### config.mk
export PLATFORM = sky130hd
export DESIGN_NAME = bca_unit
export DESIGN_NICKNAME = d
export VERILOG_FILES = /design/src/pkg/bca_pkg.sv /design/src/verilog/bca_unit.sv
export VERILOG_INCLUDE_DIRS = /design/src /design/src/pkg
export SDC_FILE = /design/constraint.sdc
export NUM_CORES = 1
export LEC_CHECK = 0
export BUFFER_PORTS_ARGS = -buffer_cell sky130_fd_sc_hd__buf_2
export CORE_ASPECT_RATIO = 0.6
export CORE_UTILIZATION = 40
export DETAILED_ROUTE_END_ITERATION = 7
export HOLD_SLACK_MARGIN = 0.12
export RECOVER_POWER = 25
export SYNTH_ARGS = -nofsm -noshare
export SYNTH_HDL_FRONTEND = slang
export SYNTH_SLANG_ARGS = --single-unit
export TNS_END_PERCENT = 1
### constraint.sdc
create_clock -name ref_clk_in -period 35.5 [get_ports ref_clk_in]
set_input_delay 10.65 -clock ref_clk_in [delete_from_list [all_inputs] [get_ports ref_clk_in]]
set_output_delay 10.65 -clock ref_clk_in [all_outputs]
set_load 0.1 [all_outputs]
### src/pkg/bca_defines.svh
/*
 Register map, field positions, codes and step counts of the
 convert/add unit. Assumes it is included by bare name only.
*/
`ifndef BCA_DEFINES_SVH
`define BCA_DEFINES_SVH
// ==========================================================
// Register byte offsets
`define BCA_OFS_CTRL 8'h00
`define BCA_OFS_SRC_A_LO 8'h04
`define BCA_OFS_SRC_A_HI 8'h08
`define BCA_OFS_SRC_B_LO 8'h0C
`define BCA_OFS_SRC_B_HI 8'h10
`define BCA_OFS_RES_LO 8'h14
`define BCA_OFS_RES_HI 8'h18
`define BCA_OFS_FLAGS 8'h1C
`define BCA_OFS_ERR_CODE 8'h20
`define BCA_OFS_STEPS 8'h24
`define BCA_OFS_IRQ_STAT 8'h28
`define BCA_OFS_IRQ_CLR 8'h2C
`define BCA_OFS_IRQ_EN 8'h30
// ==========================================================
// Control fields
`define BCA_CTRL_OP_MSB 2
`define BCA_CTRL_IDXF 4
`define BCA_CTRL_NIB 5
`define BCA_CTRL_START 8
`define BCA_CTRL_BUSY 9
// ==========================================================
// Flag and event bit positions
`define BCA_FLG_ZERO 0
`define BCA_FLG_BORROW 1
`define BCA_FLG_CARRY 2
`define BCA_FLG_ERR 3
`define BCA_FLG_LATCH 4
`define BCA_EV_DONE 0
`define BCA_EV_ERR 1
`define BCA_EV_REFUSE 2
// ==========================================================
// Codes, limits and program step counts
`define BCA_ERR_RANGE 16'h0E18
`define BCA_MAX_DEC16 32'h0000270F
`define BCA_MAX_DEC32 32'h05F5E0FF
`define BCA_STEPS_CONV16 8'h05
`define BCA_STEPS_CONV32 8'h09
`define BCA_STEPS_ADD16 8'h07
`define BCA_STEPS_ADD32 8'h0D
`define BCA_DD_LIMIT 4'h5
`define BCA_DD_ADJ 4'h3
`define BCA_DEC_TEN 32'h0000000A
`endif

### src/pkg/bca_pkg.sv
/*
 Types of the convert/add unit: operations, states, bus carrier.
 Assumes nothing beyond a SystemVerilog compiler.
*/
package bca_pkg;
   // ==========================================================
   // Operation codes as written into the control register
   typedef enum logic [2:0] {
      BCA_OP_DEC2BIN = 3'h0,
      BCA_OP_DEC2BIN32 = 3'h1,
      BCA_OP_ADD = 3'h2,
      BCA_OP_ADD32 = 3'h3,
      BCA_OP_BIN2DEC = 3'h4,
      BCA_OP_BIN2DEC32 = 3'h5
   } bca_op_t;
   // Sequencer states
   typedef enum logic {BCA_IDLE, BCA_EXEC} bca_state_t;
   // Avalon-MM request from the master
   typedef struct packed {
      logic read;
      logic write;
      logic [7:0] address;
      logic [31:0] writedata;
   } bca_avm_req_t;
endpackage

### src/verilog/bca_unit.sv
/*
 Convert/add datapath: decimal to binary, binary to decimal and
 signed 16/32-bit addition, run from an Avalon-MM register file.
 Assumes one 40 MHz clock, synchronous reset and a master that
 holds its request until waitrequest is seen low.
*/
// Operation
// - four-bit destination keeps lowest decimal digit
// - decimal source converted to binary destination
// - accept 0..9999 or 0..99999999 sources
// - bad digit sets both error flags, code
// - error flag, latched error flag, error code
// - second index register forbids 32-bit conversion
// - add stores sum of both sources
// - top bit is sign, signed arithmetic
// - 32-bit operand is low/high register pair
// - zero flag when sum is zero
// - 16-bit borrow below -32768
// - 16-bit carry above 32767
// - 32-bit borrow below -2147483648
// - 32-bit carry above 2147483647
// - second index register forbids 32-bit add
// - binary to decimal overrange raises error
`include "bca_defines.svh"
module bca_unit
   import bca_pkg::*;
(
   // Clock and reset
   input wire logic ref_clk_in,
   input wire logic rst_in,
   // Avalon-MM slave
   input wire bca_avm_req_t avm_in,
   output logic [31:0] avm_readdata_out,
   output logic avm_waitrequest_out,
   // Interrupt and flag pins
   output logic irq_out,
   output logic zero_result_flag_out,
   output logic borrow_result_flag_out,
   output logic carry_result_flag_out,
   output logic execution_error_flag_out
);
   // ==========================================================
   // Helper functions
   // True when every nibble is a decimal digit
   function automatic logic dec_valid(input logic [31:0] v);
      logic ok;
      ok = 1'b1;
      for (int i = 0; i < 8; i++) begin
         if (v[4*i +: 4] > 4'h9) begin
            ok = 1'b0;
         end
      end
      return ok;
   endfunction

   // Packed decimal to binary, most significant digit first
   function automatic logic [31:0] dec_to_bin(input logic [31:0] v);
      logic [31:0] acc;
      acc = 32'h0;
      for (int i = 7; i >= 0; i--) begin
         acc = acc * `BCA_DEC_TEN + {28'h0, v[4*i +: 4]};
      end
      return acc;
   endfunction

   // Binary to packed decimal by shift-and-add-three
   function automatic logic [31:0] bin_to_dec(input logic [31:0] v);
      logic [63:0] sh;
      sh = {32'h0, v};
      for (int i = 0; i < 32; i++) begin
         for (int j = 0; j < 8; j++) begin
            if (sh[32+4*j +: 4] >= `BCA_DD_LIMIT) begin
               sh[32+4*j +: 4] = sh[32+4*j +: 4] + `BCA_DD_ADJ;
            end
         end
         sh = {sh[62:0], 1'b0};
      end
      return sh[63:32];
   endfunction

   // ==========================================================
   // Register state
   bca_state_t state;         // Sequencer state
   logic [2:0] op_sel;        // Selected operation
   logic idx_f;               // Operands use second index register
   logic nib_dest;            // Destination is a four-bit group
   logic [15:0] src_a_lo;     // Source A low word
   logic [15:0] src_a_hi;     // Source A high word
   logic [15:0] src_b_lo;     // Source B low word
   logic [15:0] src_b_hi;     // Source B high word
   logic [15:0] res_lo;       // Destination low word
   logic [15:0] res_hi;       // Destination high word
   logic [15:0] error_code_word;
   logic [7:0] step_count;    // Program steps of last operation
   logic [2:0] irq_stat;      // Sticky events
   logic [2:0] irq_en;        // Event enables
   logic execution_error_latched_flag;
   logic bus_acc;             // Access completes this cycle
   logic bus_wr;              // Completed write
   logic start_req;           // Start written this cycle
   logic latch_clr;           // Software clears latched error

   // ==========================================================
   // Bus handshake: one wait cycle on every access
   always_ff @(posedge ref_clk_in) begin
      if (rst_in) begin
         avm_waitrequest_out <= 1'b1;
      end else begin
         avm_waitrequest_out <=
            !((avm_in.read || avm_in.write) && avm_waitrequest_out);
      end
   end
   assign bus_acc = (avm_in.read || avm_in.write) && !avm_waitrequest_out;
   assign bus_wr = bus_acc && avm_in.write;
   assign start_req = bus_wr && (avm_in.address == `BCA_OFS_CTRL) &&
                      avm_in.writedata[`BCA_CTRL_START];
   assign latch_clr = bus_wr && (avm_in.address == `BCA_OFS_FLAGS) &&
                      avm_in.writedata[`BCA_FLG_LATCH];

   // ==========================================================
   // Operand and control registers, held while busy
   always_ff @(posedge ref_clk_in) begin
      if (rst_in) begin
         op_sel <= 3'h0;
         idx_f <= 1'b0;
         nib_dest <= 1'b0;
         src_a_lo <= 16'h0;
         src_a_hi <= 16'h0;
         src_b_lo <= 16'h0;
         src_b_hi <= 16'h0;
      end else if (bus_wr && state == BCA_IDLE) begin
         case (avm_in.address)
            `BCA_OFS_CTRL: begin
               op_sel <= avm_in.writedata[`BCA_CTRL_OP_MSB:0];
               idx_f <= avm_in.writedata[`BCA_CTRL_IDXF];
               nib_dest <= avm_in.writedata[`BCA_CTRL_NIB];
            end
            `BCA_OFS_SRC_A_LO: src_a_lo <= avm_in.writedata[15:0];
            `BCA_OFS_SRC_A_HI: src_a_hi <= avm_in.writedata[15:0];
            `BCA_OFS_SRC_B_LO: src_b_lo <= avm_in.writedata[15:0];
            `BCA_OFS_SRC_B_HI: src_b_hi <= avm_in.writedata[15:0];
            default: begin
               // Other offsets hold no operand
            end
         endcase
      end
   end

   // Interrupt enable register
   always_ff @(posedge ref_clk_in) begin
      if (rst_in) begin
         irq_en <= 3'h0;
      end else if (bus_wr && avm_in.address == `BCA_OFS_IRQ_EN) begin
         irq_en <= avm_in.writedata[2:0];
      end
   end

   // ==========================================================
   // Sequencer: start in idle, one execute cycle
   always_ff @(posedge ref_clk_in) begin
      if (rst_in) begin
         state <= BCA_IDLE;
      end else begin
         case (state)
            BCA_IDLE: if (start_req) state <= BCA_EXEC;
            BCA_EXEC: state <= BCA_IDLE;
            default: state <= BCA_IDLE;
         endcase
      end
   end

   // ==========================================================
   // Datapath, evaluated in the execute cycle
   logic [31:0] a32;          // Source A as one word
   logic [31:0] b32;          // Source B as one word
   logic [32:0] sum33;        // True 32-bit sum
   logic [16:0] sum17;        // True 16-bit sum
   logic wide;                // Operation is 32-bit
   logic refused;             // Form not allowed with index F
   logic op_err;              // Operation error
   logic [31:0] next_res;     // Destination value
   logic next_zero;
   logic next_borrow;
   logic next_carry;
   logic [7:0] next_steps;
   logic [31:0] dec_src;      // Decimal source, width masked
   logic [31:0] dec_out;      // Packed decimal of the binary source

   assign a32 = {src_a_hi, src_a_lo};
   assign b32 = {src_b_hi, src_b_lo};
   // Sign extension makes the sums exact
   assign sum33 = {a32[31], a32} + {b32[31], b32};
   assign sum17 = {src_a_lo[15], src_a_lo} + {src_b_lo[15], src_b_lo};
   assign wide = (op_sel == BCA_OP_DEC2BIN32) || (op_sel == BCA_OP_ADD32)
                 || (op_sel == BCA_OP_BIN2DEC32);
   assign refused = idx_f && wide;

   always_comb begin
      next_res = {res_hi, res_lo};
      next_zero = zero_result_flag_out;
      next_borrow = borrow_result_flag_out;
      next_carry = carry_result_flag_out;
      next_steps = wide ? `BCA_STEPS_CONV32 : `BCA_STEPS_CONV16;
      op_err = 1'b0;
      dec_src = wide ? a32 : {16'h0, src_a_lo};
      dec_out = bin_to_dec(dec_src);
      case (op_sel)
         BCA_OP_DEC2BIN, BCA_OP_DEC2BIN32: begin
            // Four digits fit 16 bits, so range is inherent
            if (!dec_valid(dec_src)) begin
               op_err = 1'b1;
            end else begin
               next_res = dec_to_bin(dec_src);
            end
         end
         BCA_OP_ADD: begin
            next_res = {{16{sum17[15]}}, sum17[15:0]};
            next_zero = (sum17 == 17'h0);
            next_borrow = sum17[16] && !sum17[15];
            next_carry = !sum17[16] && sum17[15];
            next_steps = `BCA_STEPS_ADD16;
         end
         BCA_OP_ADD32: begin
            next_res = sum33[31:0];
            next_zero = (sum33 == 33'h0);
            next_borrow = sum33[32] && !sum33[31];
            next_carry = !sum33[32] && sum33[31];
            next_steps = `BCA_STEPS_ADD32;
         end
         BCA_OP_BIN2DEC, BCA_OP_BIN2DEC32: begin
            // Negative sources are out of range as unsigned magnitude
            if (dec_src > (wide ? `BCA_MAX_DEC32 : `BCA_MAX_DEC16)) begin
               op_err = 1'b1;
            end else if (nib_dest) begin
               next_res = {28'h0, dec_out[3:0]};
            end else begin
               next_res = dec_out;
            end
         end
         default: begin
            op_err = 1'b1;
         end
      endcase
   end

   // ==========================================================
   // Result and flag registers
   always_ff @(posedge ref_clk_in) begin
      if (rst_in) begin
         res_lo <= 16'h0;
         res_hi <= 16'h0;
         zero_result_flag_out <= 1'b0;
         borrow_result_flag_out <= 1'b0;
         carry_result_flag_out <= 1'b0;
         step_count <= 8'h0;
      end else if (state == BCA_EXEC && !refused && !op_err) begin
         res_lo <= next_res[15:0];
         res_hi <= next_res[31:16];
         zero_result_flag_out <= next_zero;
         borrow_result_flag_out <= next_borrow;
         carry_result_flag_out <= next_carry;
         step_count <= next_steps;
      end
   end

   // Error flags: plain flag follows each run not refused, latched one sticks
   always_ff @(posedge ref_clk_in) begin
      if (rst_in) begin
         execution_error_flag_out <= 1'b0;
         execution_error_latched_flag <= 1'b0;
         error_code_word <= 16'h0;
      end else begin
         if (state == BCA_EXEC && !refused) begin
            execution_error_flag_out <= op_err;
         end
         // Set wins over a same-cycle software clear
         if (state == BCA_EXEC && !refused && op_err) begin
            execution_error_latched_flag <= 1'b1;
            error_code_word <= `BCA_ERR_RANGE;
         end else if (latch_clr) begin
            execution_error_latched_flag <= 1'b0;
         end
      end
   end

   // ==========================================================
   // Interrupt status: sticky, write-one-to-clear, set wins
   logic [2:0] ev_set;
   assign ev_set = (state == BCA_EXEC) ?
                   {refused, !refused && op_err, !refused} : 3'h0;
   always_ff @(posedge ref_clk_in) begin
      if (rst_in) begin
         irq_stat <= 3'h0;
      end else begin
         irq_stat <= ev_set |
            (irq_stat & ~((bus_wr && avm_in.address == `BCA_OFS_IRQ_CLR) ?
                          avm_in.writedata[2:0] : 3'h0));
      end
   end

   // Level interrupt, registered from status and enable
   always_ff @(posedge ref_clk_in) begin
      if (rst_in) begin
         irq_out <= 1'b0;
      end else begin
         irq_out <= |((irq_stat | ev_set) & irq_en);
      end
   end

   // ==========================================================
   // Read data, loaded in the wait cycle so it stands at the ack
   always_ff @(posedge ref_clk_in) begin
      if (rst_in) begin
         avm_readdata_out <= 32'h0;
      end else if (avm_in.read && avm_waitrequest_out) begin
         case (avm_in.address)
            `BCA_OFS_CTRL: avm_readdata_out <=
               {22'h0, state == BCA_EXEC, 3'h0, nib_dest, idx_f,
                1'b0, op_sel};
            `BCA_OFS_SRC_A_LO: avm_readdata_out <= {16'h0, src_a_lo};
            `BCA_OFS_SRC_A_HI: avm_readdata_out <= {16'h0, src_a_hi};
            `BCA_OFS_SRC_B_LO: avm_readdata_out <= {16'h0, src_b_lo};
            `BCA_OFS_SRC_B_HI: avm_readdata_out <= {16'h0, src_b_hi};
            `BCA_OFS_RES_LO: avm_readdata_out <= {16'h0, res_lo};
            `BCA_OFS_RES_HI: avm_readdata_out <= {16'h0, res_hi};
            `BCA_OFS_FLAGS: avm_readdata_out <=
               {27'h0, execution_error_latched_flag,
                execution_error_flag_out, carry_result_flag_out,
                borrow_result_flag_out, zero_result_flag_out};
            `BCA_OFS_ERR_CODE: avm_readdata_out <= {16'h0, error_code_word};
            `BCA_OFS_STEPS: avm_readdata_out <= {24'h0, step_count};
            `BCA_OFS_IRQ_STAT: avm_readdata_out <= {29'h0, irq_stat};
            `BCA_OFS_IRQ_EN: avm_readdata_out <= {29'h0, irq_en};
            default: avm_readdata_out <= 32'h0;
         endcase
      end
   end

   // ==========================================================
   // Checks
   bad_digit_err_a: assert property (@(posedge ref_clk_in)
      disable iff (rst_in)
      (state == BCA_EXEC && !refused && !wide && op_sel == BCA_OP_DEC2BIN
       && !dec_valid({16'h0, src_a_lo}))
      |=> execution_error_flag_out && execution_error_latched_flag
          && error_code_word == `BCA_ERR_RANGE)
      else $error("bad digit did not raise error");
   dec_value_ok_a: assert property (@(posedge ref_clk_in)
      disable iff (rst_in)
      (state == BCA_EXEC && op_sel == BCA_OP_DEC2BIN && src_a_lo == 16'h9999)
      |=> {res_hi, res_lo} == `BCA_MAX_DEC16)
      else $error("decimal 9999 not converted");
   latch_holds_a: assert property (@(posedge ref_clk_in)
      disable iff (rst_in)
      execution_error_latched_flag && !latch_clr
      |=> execution_error_latched_flag)
      else $error("latched error dropped without clear");
   wide_refused_a: assert property (@(posedge ref_clk_in)
      disable iff (rst_in)
      (state == BCA_EXEC && idx_f && wide)
      |=> $stable({res_hi, res_lo}) && irq_stat[`BCA_EV_REFUSE])
      else $error("32-bit form ran with index F");
   add16_flags_a: assert property (@(posedge ref_clk_in)
      disable iff (rst_in)
      (state == BCA_EXEC && op_sel == BCA_OP_ADD && !src_a_lo[15]
       && !src_b_lo[15] && $signed(sum17) > 17'sh07FFF)
      |=> carry_result_flag_out && !borrow_result_flag_out)
      else $error("16-bit carry missed");
   add16_borrow_a: assert property (@(posedge ref_clk_in)
      disable iff (rst_in)
      (state == BCA_EXEC && op_sel == BCA_OP_ADD
       && $signed(sum17) < -17'sh08000)
      |=> borrow_result_flag_out && !carry_result_flag_out)
      else $error("16-bit borrow missed");
   add32_wrap_a: assert property (@(posedge ref_clk_in)
      disable iff (rst_in)
      (state == BCA_EXEC && op_sel == BCA_OP_ADD32 && !idx_f)
      |=> {res_hi, res_lo} == $past(a32) + $past(b32)
          && zero_result_flag_out == ($past(sum33) == 33'h0))
      else $error("32-bit sum not stored");
   nibble_dest_a: assert property (@(posedge ref_clk_in)
      disable iff (rst_in)
      (state == BCA_EXEC && op_sel == BCA_OP_BIN2DEC && nib_dest
       && !op_err)
      |=> res_hi == 16'h0 && res_lo[15:4] == 12'h0)
      else $error("four-bit group got more than one digit");
   overrange_a: assert property (@(posedge ref_clk_in)
      disable iff (rst_in)
      (state == BCA_EXEC && op_sel == BCA_OP_BIN2DEC
       && {16'h0, src_a_lo} > `BCA_MAX_DEC16)
      |=> execution_error_flag_out ##1 execution_error_latched_flag)
      else $error("binary over 9999 not flagged");
endmodule

# Yosys cells after proc, flatten, opt, wreduce, memory -nomap -nowiden
# Index checks and enable logic that the tools add are counted.
# totals
out_inout_bits	38
input_bits	44
reg_bits	156
wordCells	595
# op_classes
reduce_logical	49
addsub	157
mux	178
bitwise_logic	6
n_eq_ne	19
multipliers	7
order_cmp	157
# ops
op	n
two-way mux 4 bit	141
greater-or-equal comparator 4 x 3 -> 1 bit (second input constant)	140
adder 4 x 2 -> 4 bit (second input constant)	133
case mux 16 bit (12 select lines)	1
two-way mux 32 bit	4
case mux 32 bit (4 select lines)	1
adder 32 x 4 -> 32 bit	2
== test 8 x 6 -> 1 bit (second input constant)	5
adder 32 x 32 -> 33 bit	1
logical NOT 33 bit	1
== test 8 x 5 -> 1 bit (second input constant)	4
> comparator 32 x 27 -> 1 bit	1
> comparator 4 bit (second input constant)	8
multiplier 32 x 3 -> 31 bit (second input constant)	1
multiplier 29 x 3 -> 31 bit (second input constant)	1
two-way mux 3 bit	10
adder 28 x 4 -> 29 bit	1
adder 3 x 2 -> 4 bit (second input constant)	7
multiplier 24 x 3 -> 27 bit (second input constant)	1
two-way mux 27 bit	1
adder 23 x 4 -> 24 bit	1
adder 3 x 2 -> 3 bit (second input constant)	8
greater-or-equal comparator 3 bit (second input constant)	8
multiplier 19 x 3 -> 22 bit (second input constant)	1
33 further kinds	91

# Longest topological paths before layout
# depth
depth_word	65
mapped_depth	136

# Worst setup path before layout
# Ideal clock, no wire load.
# synth_timing
kind	reg2reg
from	register op_sel[0]
to	register res_hi[9]
required_ps	35408
stages_incl_launch_ff	131
synth_period_minus_slack_ps	23843
setup_slack_ps	11657
path_buffers	9
arrival_ps	23751
path_cell_list	dfxtp_1 a21boi_1 buf_4 buf_4 clkbuf_1 buf_1 nand2_1 ha_1 nand2b_1 and4_1 a211oi_1 nand2_1 ha_1 and2b_2 a211oi_1 o21ai_0 nand2_1 ha_1 [... 95 more ...] a21o_1 a221oi_1 o21a_1 ha_1 inv_1 a21oi_1 o22ai_4 ha_1 inv_1 a211oi_1 or3_1 inv_1 ha_1 nor4_1 o21a_1 o21ai_1 a221oi_1 nor4_1
# synth_via
elab_chain_cells	65
# synth_lines
item	line	text
start: declaration	bca_unit.sv:84	logic [2:0] op_sel;
start signal: assignment	bca_unit.sv:134	op_sel <= avm_in.writedata[`BCA_CTRL_OP_MSB:0];
parallel branches: the longest is 65 deep, another holds adder 23 x 4 -> 24 bit	--	
end signal: assignment	bca_unit.sv:258	res_hi <= next_res[31:16];
end: declaration	bca_unit.sv:92	logic [15:0] res_hi;
# Parallel ways; which one is timed is not known. The select of a mux whose other input is x is not followed.
# A chain may end at the register's enable or synchronous reset.

# Worst setup path after layout
# layout_timing
from	register op_sel[0]
to	register res_hi[14]
# layout_via
elab_chain_cells	65
# layout_lines
item
parallel branches: the longest is 65 deep, another holds adder 23 x 4 -> 24 bit
# Parallel ways; which one is timed is not known. The select of a mux whose other input is x is not followed.

==> metrics.md <==
| Metric | Value |
|---|---|
| R2R setup slack | `7740 ps` |
| Hold Path Class | `register to register` |
| Max incr delay on CP | `about 760 ps` |
| Post-synthesis simple-gate area fraction | `23.45%` |
| Proportion of layout cells with a drive suffix above 1 | `under 10%` |
| Row count | `just under 90` |
| CTS Hold Bufs | `0` |
| Routed wire length | `roughly 130 mm` |
| Clock slew at reported path FFs | `70 ps` |
| Post-layout nets | `between 5000 and 6000` |
| Period minus WS final | `about 28000 ps` |
| Worst EP required | `35820 ps` |
| GPL Wtd Cong | `~1.0` |
| Most frequent cell on the critical path | `ha_1` |
| Synth Area in XOR/XNOR | `between 8 and 9%` |
| Commonest non-fill, non-tap cell in the layout | `nand2_1` |
| Total CTS buffers | `17` |
| Postcts setup bufs | `0` |
| Max-cap viol count | `2` |
| CP bufs+invs | `19` |
| Worst r2r src | `op_sel[0]$_SDFFE_PP0P_` |
| Normalized max-slew margin | `-135.0%` |
| Compound-Gate Fraction of Synth Area | `a little under two fifths` |
| Post-Synth Adder-Cell Area | `13.68%` |
| Worst skew pair latency | `between 400 and 500 ps` |
| Crit Path Max Fanout | `a little over 40` |
| Ys async rst share | `0%` |
| Worst endpoint data arrival time | `28080 ps` |
| Average vias per placed instance | `around 6.3` |
| Area added between synthesis and finish | `4.970%` |
| Crit path launch type | `register` |
| Final hold vios | `0` |
| Worst path depth | `roughly 120` |
| Root buf cell | `clkbuf_16` |
| Initial antenna violation count | `5` |
| Post-CTS sizing | `0` |
| Core footprint | `97000 um^2` |
| Post-route DRC | `0` |
| Max clock buf depth | `2` |
| Main synth FF type | `dfxtp_1` |
| Yosys warns | `0` |
| Path depth of the worst reg2reg path | `122` |
| Post-Synthesis Cells | `about 5600` |
| Die area | `100100 um^2` |
| Wire per inst | `roughly 19 um` |
| Synth cell types | `around 150` |
| Fmax | `roughly 36 MHz` |
| Post-synthesis mux area share | `around 3.3%` |
| Ports | `between 80 and 90` |
| RSZ-0062 raised after global routing | `no` |
| First-pass GRT wire length | `203.4 mm` |
| Largest net degree at the start of global routing | `75` |
| Detailed Routing Iterations Pass 1 | `7` |
| PD cells | `10.46 nW/um^2` |
| Post-DRT Antenna Nets | `0` |
| Number of synthesized flops with an enable pin | `0` |
| Commonest cells after routing, fill and taps aside | `nand2_1, a21oi_1, nor2_1` |
| Pins Over Slew Limit | `between 100 and 150` |
| Actual slew at the worst max-slew pin | `3525 ps` |
| Seq/Total Area, Yosys | `a little under 7%` |
| Worst setup path startpoint | `op_sel[0]$_SDFFE_PP0P_` |
| Crit path max-delay family | `compound AO/OA/AOI/OAI gates` |
| Final clock skew | `around 14 ps` |
| Syn Area/Cell | `a little over 7 um^2` |
| Synthesis-stage register bit count | `between 100 and 150` |
| Post-layout util | `42.75%` |
| Largest family of logic cells by synthesized area | `compound AO/OA/AOI/OAI gates` |
| Failing checks | `max-capacitance violations, max-slew violations` |
| Layout fillers | `approximately 10000` |
| Status | `finished with violations` |
| TNS Setup | `0 ps` |
| Synth area leader | `ha_1` |
| Initial core utilization | `slightly above 40%` |
| Gr ovfl total | `0` |
| Die Width | `407.7 um` |
| Initial DRC count | `roughly 4700` |
| Max stage delay cell, worst path | `o32ai_1` |
| Clk sinks | `approximately 140` |
| CTS tree | `yes` |
| Worst vdd ir | `roughly 0.019 mV` |
| Reg-to-reg endpoint | `res_hi[14]$_SDFFE_PP0P_` |
| Vias in the first global route | `between 30000 and 40000` |
| Setup-failing EPs final | `0` |
| CP endpoint kind | `register` |
| Crit path capture | `res_hi[14]$_SDFFE_PP0P_` |
| Detail Placement HPWL | `slightly above 100 mm` |
| Final Cycle Share | `about 78%` |
| Leak Pwr | `16.78 nW` |
| GRT Total Usage | `roughly a quarter` |
| Synth top area cells | `ha_1, dfxtp_1, a21oi_1` |
| H-tree depth | `4` |
| Worst Setup Path Type | `register to register` |
| Port bufs | `49` |
| Top cell type's share of synthesized area | `~13%` |
| Vias | `between 40000 and 50000` |
| Die height | `between 200 and 250 um` |
| Synthesized area | `39500 um^2` |
[report_power, final]
part	leakage (nW)	internal [mW]	switching, mW
registers	1.10	0.154	0.00106
logic	15.4	0.0290	0.0633
clock network	0.290	0.107	0.0797
total	16.8	0.290	0.144
[sequential cells by signal (all words and copies together), names as in the netlist, 3 cells and up]
signal,count
res_hi,16
src_a_lo,16
avm_readdata_out,16
step_count,4
src_b_lo,16
irq_en,3
src_a_hi,16
src_b_hi,16
op_sel,3
res_lo,16
irq_stat,3
[logic make-up after synthesis]
logic type               Yosys count
AO/OA/AOI/OAI                   2088
AND/OR/NAND/NOR                 1886
buffers and inverters            580
adder cells (fa/ha/maj)          427
XOR/XNOR                         350
flip-flops                       136
multiplexers                     121
other                              1
[metrics by stage]
step	setup WS [ps]	instance area, um^2	instances	power (mW)	hold WS [ps]
2_1_floorplan	11660	39580	5608	0.2280	426.1
3_3_place_gp	8812	40880	6787	0.2488	430.2
3_5_place_dp	8467	40880	6787	0.2490	442.8
4_1_cts	8371	41470	6819	0.4324	455.8
5_1_grt	5517	41460	6822	0.4460	476.6
6_report	7743	41470	6824	0.4339	464.9
[cell usage after synthesis (all sizes together), types with 30 or more instances]
master / number
nor3: 209
o21a: 52
o211a: 37
o31ai: 39
a31oi: 79
nor2: 435
a22oi: 70
and3: 69
nand3: 175
o2111ai: 33
ha: 398
nor2b: 39
dfxtp: 136
o21bai: 123
a21boi: 30
a21oi: 464
mux2: 45
a21o: 78
inv: 329
or3: 53
a221oi: 59
a211oi: 108
o21ai: 336
nand4: 54
xnor2: 227
and2: 70
a2111oi: 35
buf: 84
xor2: 119
nor4: 64
clkbuf: 155
nand2: 526
nand2b: 56
a211o: 41
o211ai: 112
o22ai: 42
mux2i: 76
or2: 61
[layer usage]
metal / share of wire, % / vias to the layer above / global-route usage (%)
li1: - / 21110 / -
met1: 50 / 20050 / 37.60
met2: 37 / 1670 / 32.58
met3: 11 / 116 / 7.050
met4: 1.4 / 4 / 3.693
met5: 0.023 / - / 0
[area by class of cell]
class / count / area (um^2) / share of cell area, %
Antenna cell: 5 / 12.51 / 0.03017
Clock buffer: 18 / 439.2 / 1.059
Clock inverter: 14 / 158.9 / 0.3832
Inverter: 341 / 1280 / 3.087
Multi-Input combinational cell: 4892 / 34520 / 83.24
Sequential cell: 136 / 2723 / 6.566
Tap cell: 1305 / 1633 / 3.938
Timing Repair Buffer: 113 / 703.2 / 1.696
[worst min path at each step]
stage	startpoint	to	slack [ps]	cells past startpoint
6_report	avm_waitrequest_out$_SDFF_PP1_	avm_waitrequest_out$_SDFF_PP1_	460	1
5_1_grt	avm_waitrequest_out$_SDFF_PP1_	avm_waitrequest_out$_SDFF_PP1_	480	1
4_1_cts	avm_waitrequest_out$_SDFF_PP1_	avm_waitrequest_out$_SDFF_PP1_	460	1
3_5_place_dp	avm_waitrequest_out$_SDFF_PP1_	avm_waitrequest_out$_SDFF_PP1_	440	1
3_3_place_gp	avm_waitrequest_out$_SDFF_PP1_	avm_waitrequest_out$_SDFF_PP1_	430	1
2_1_floorplan	res_hi[14]$_SDFFE_PP0P_	res_hi[14]$_SDFFE_PP0P_	430	2
No activity file was read; power rests on OpenSTA's default activity.
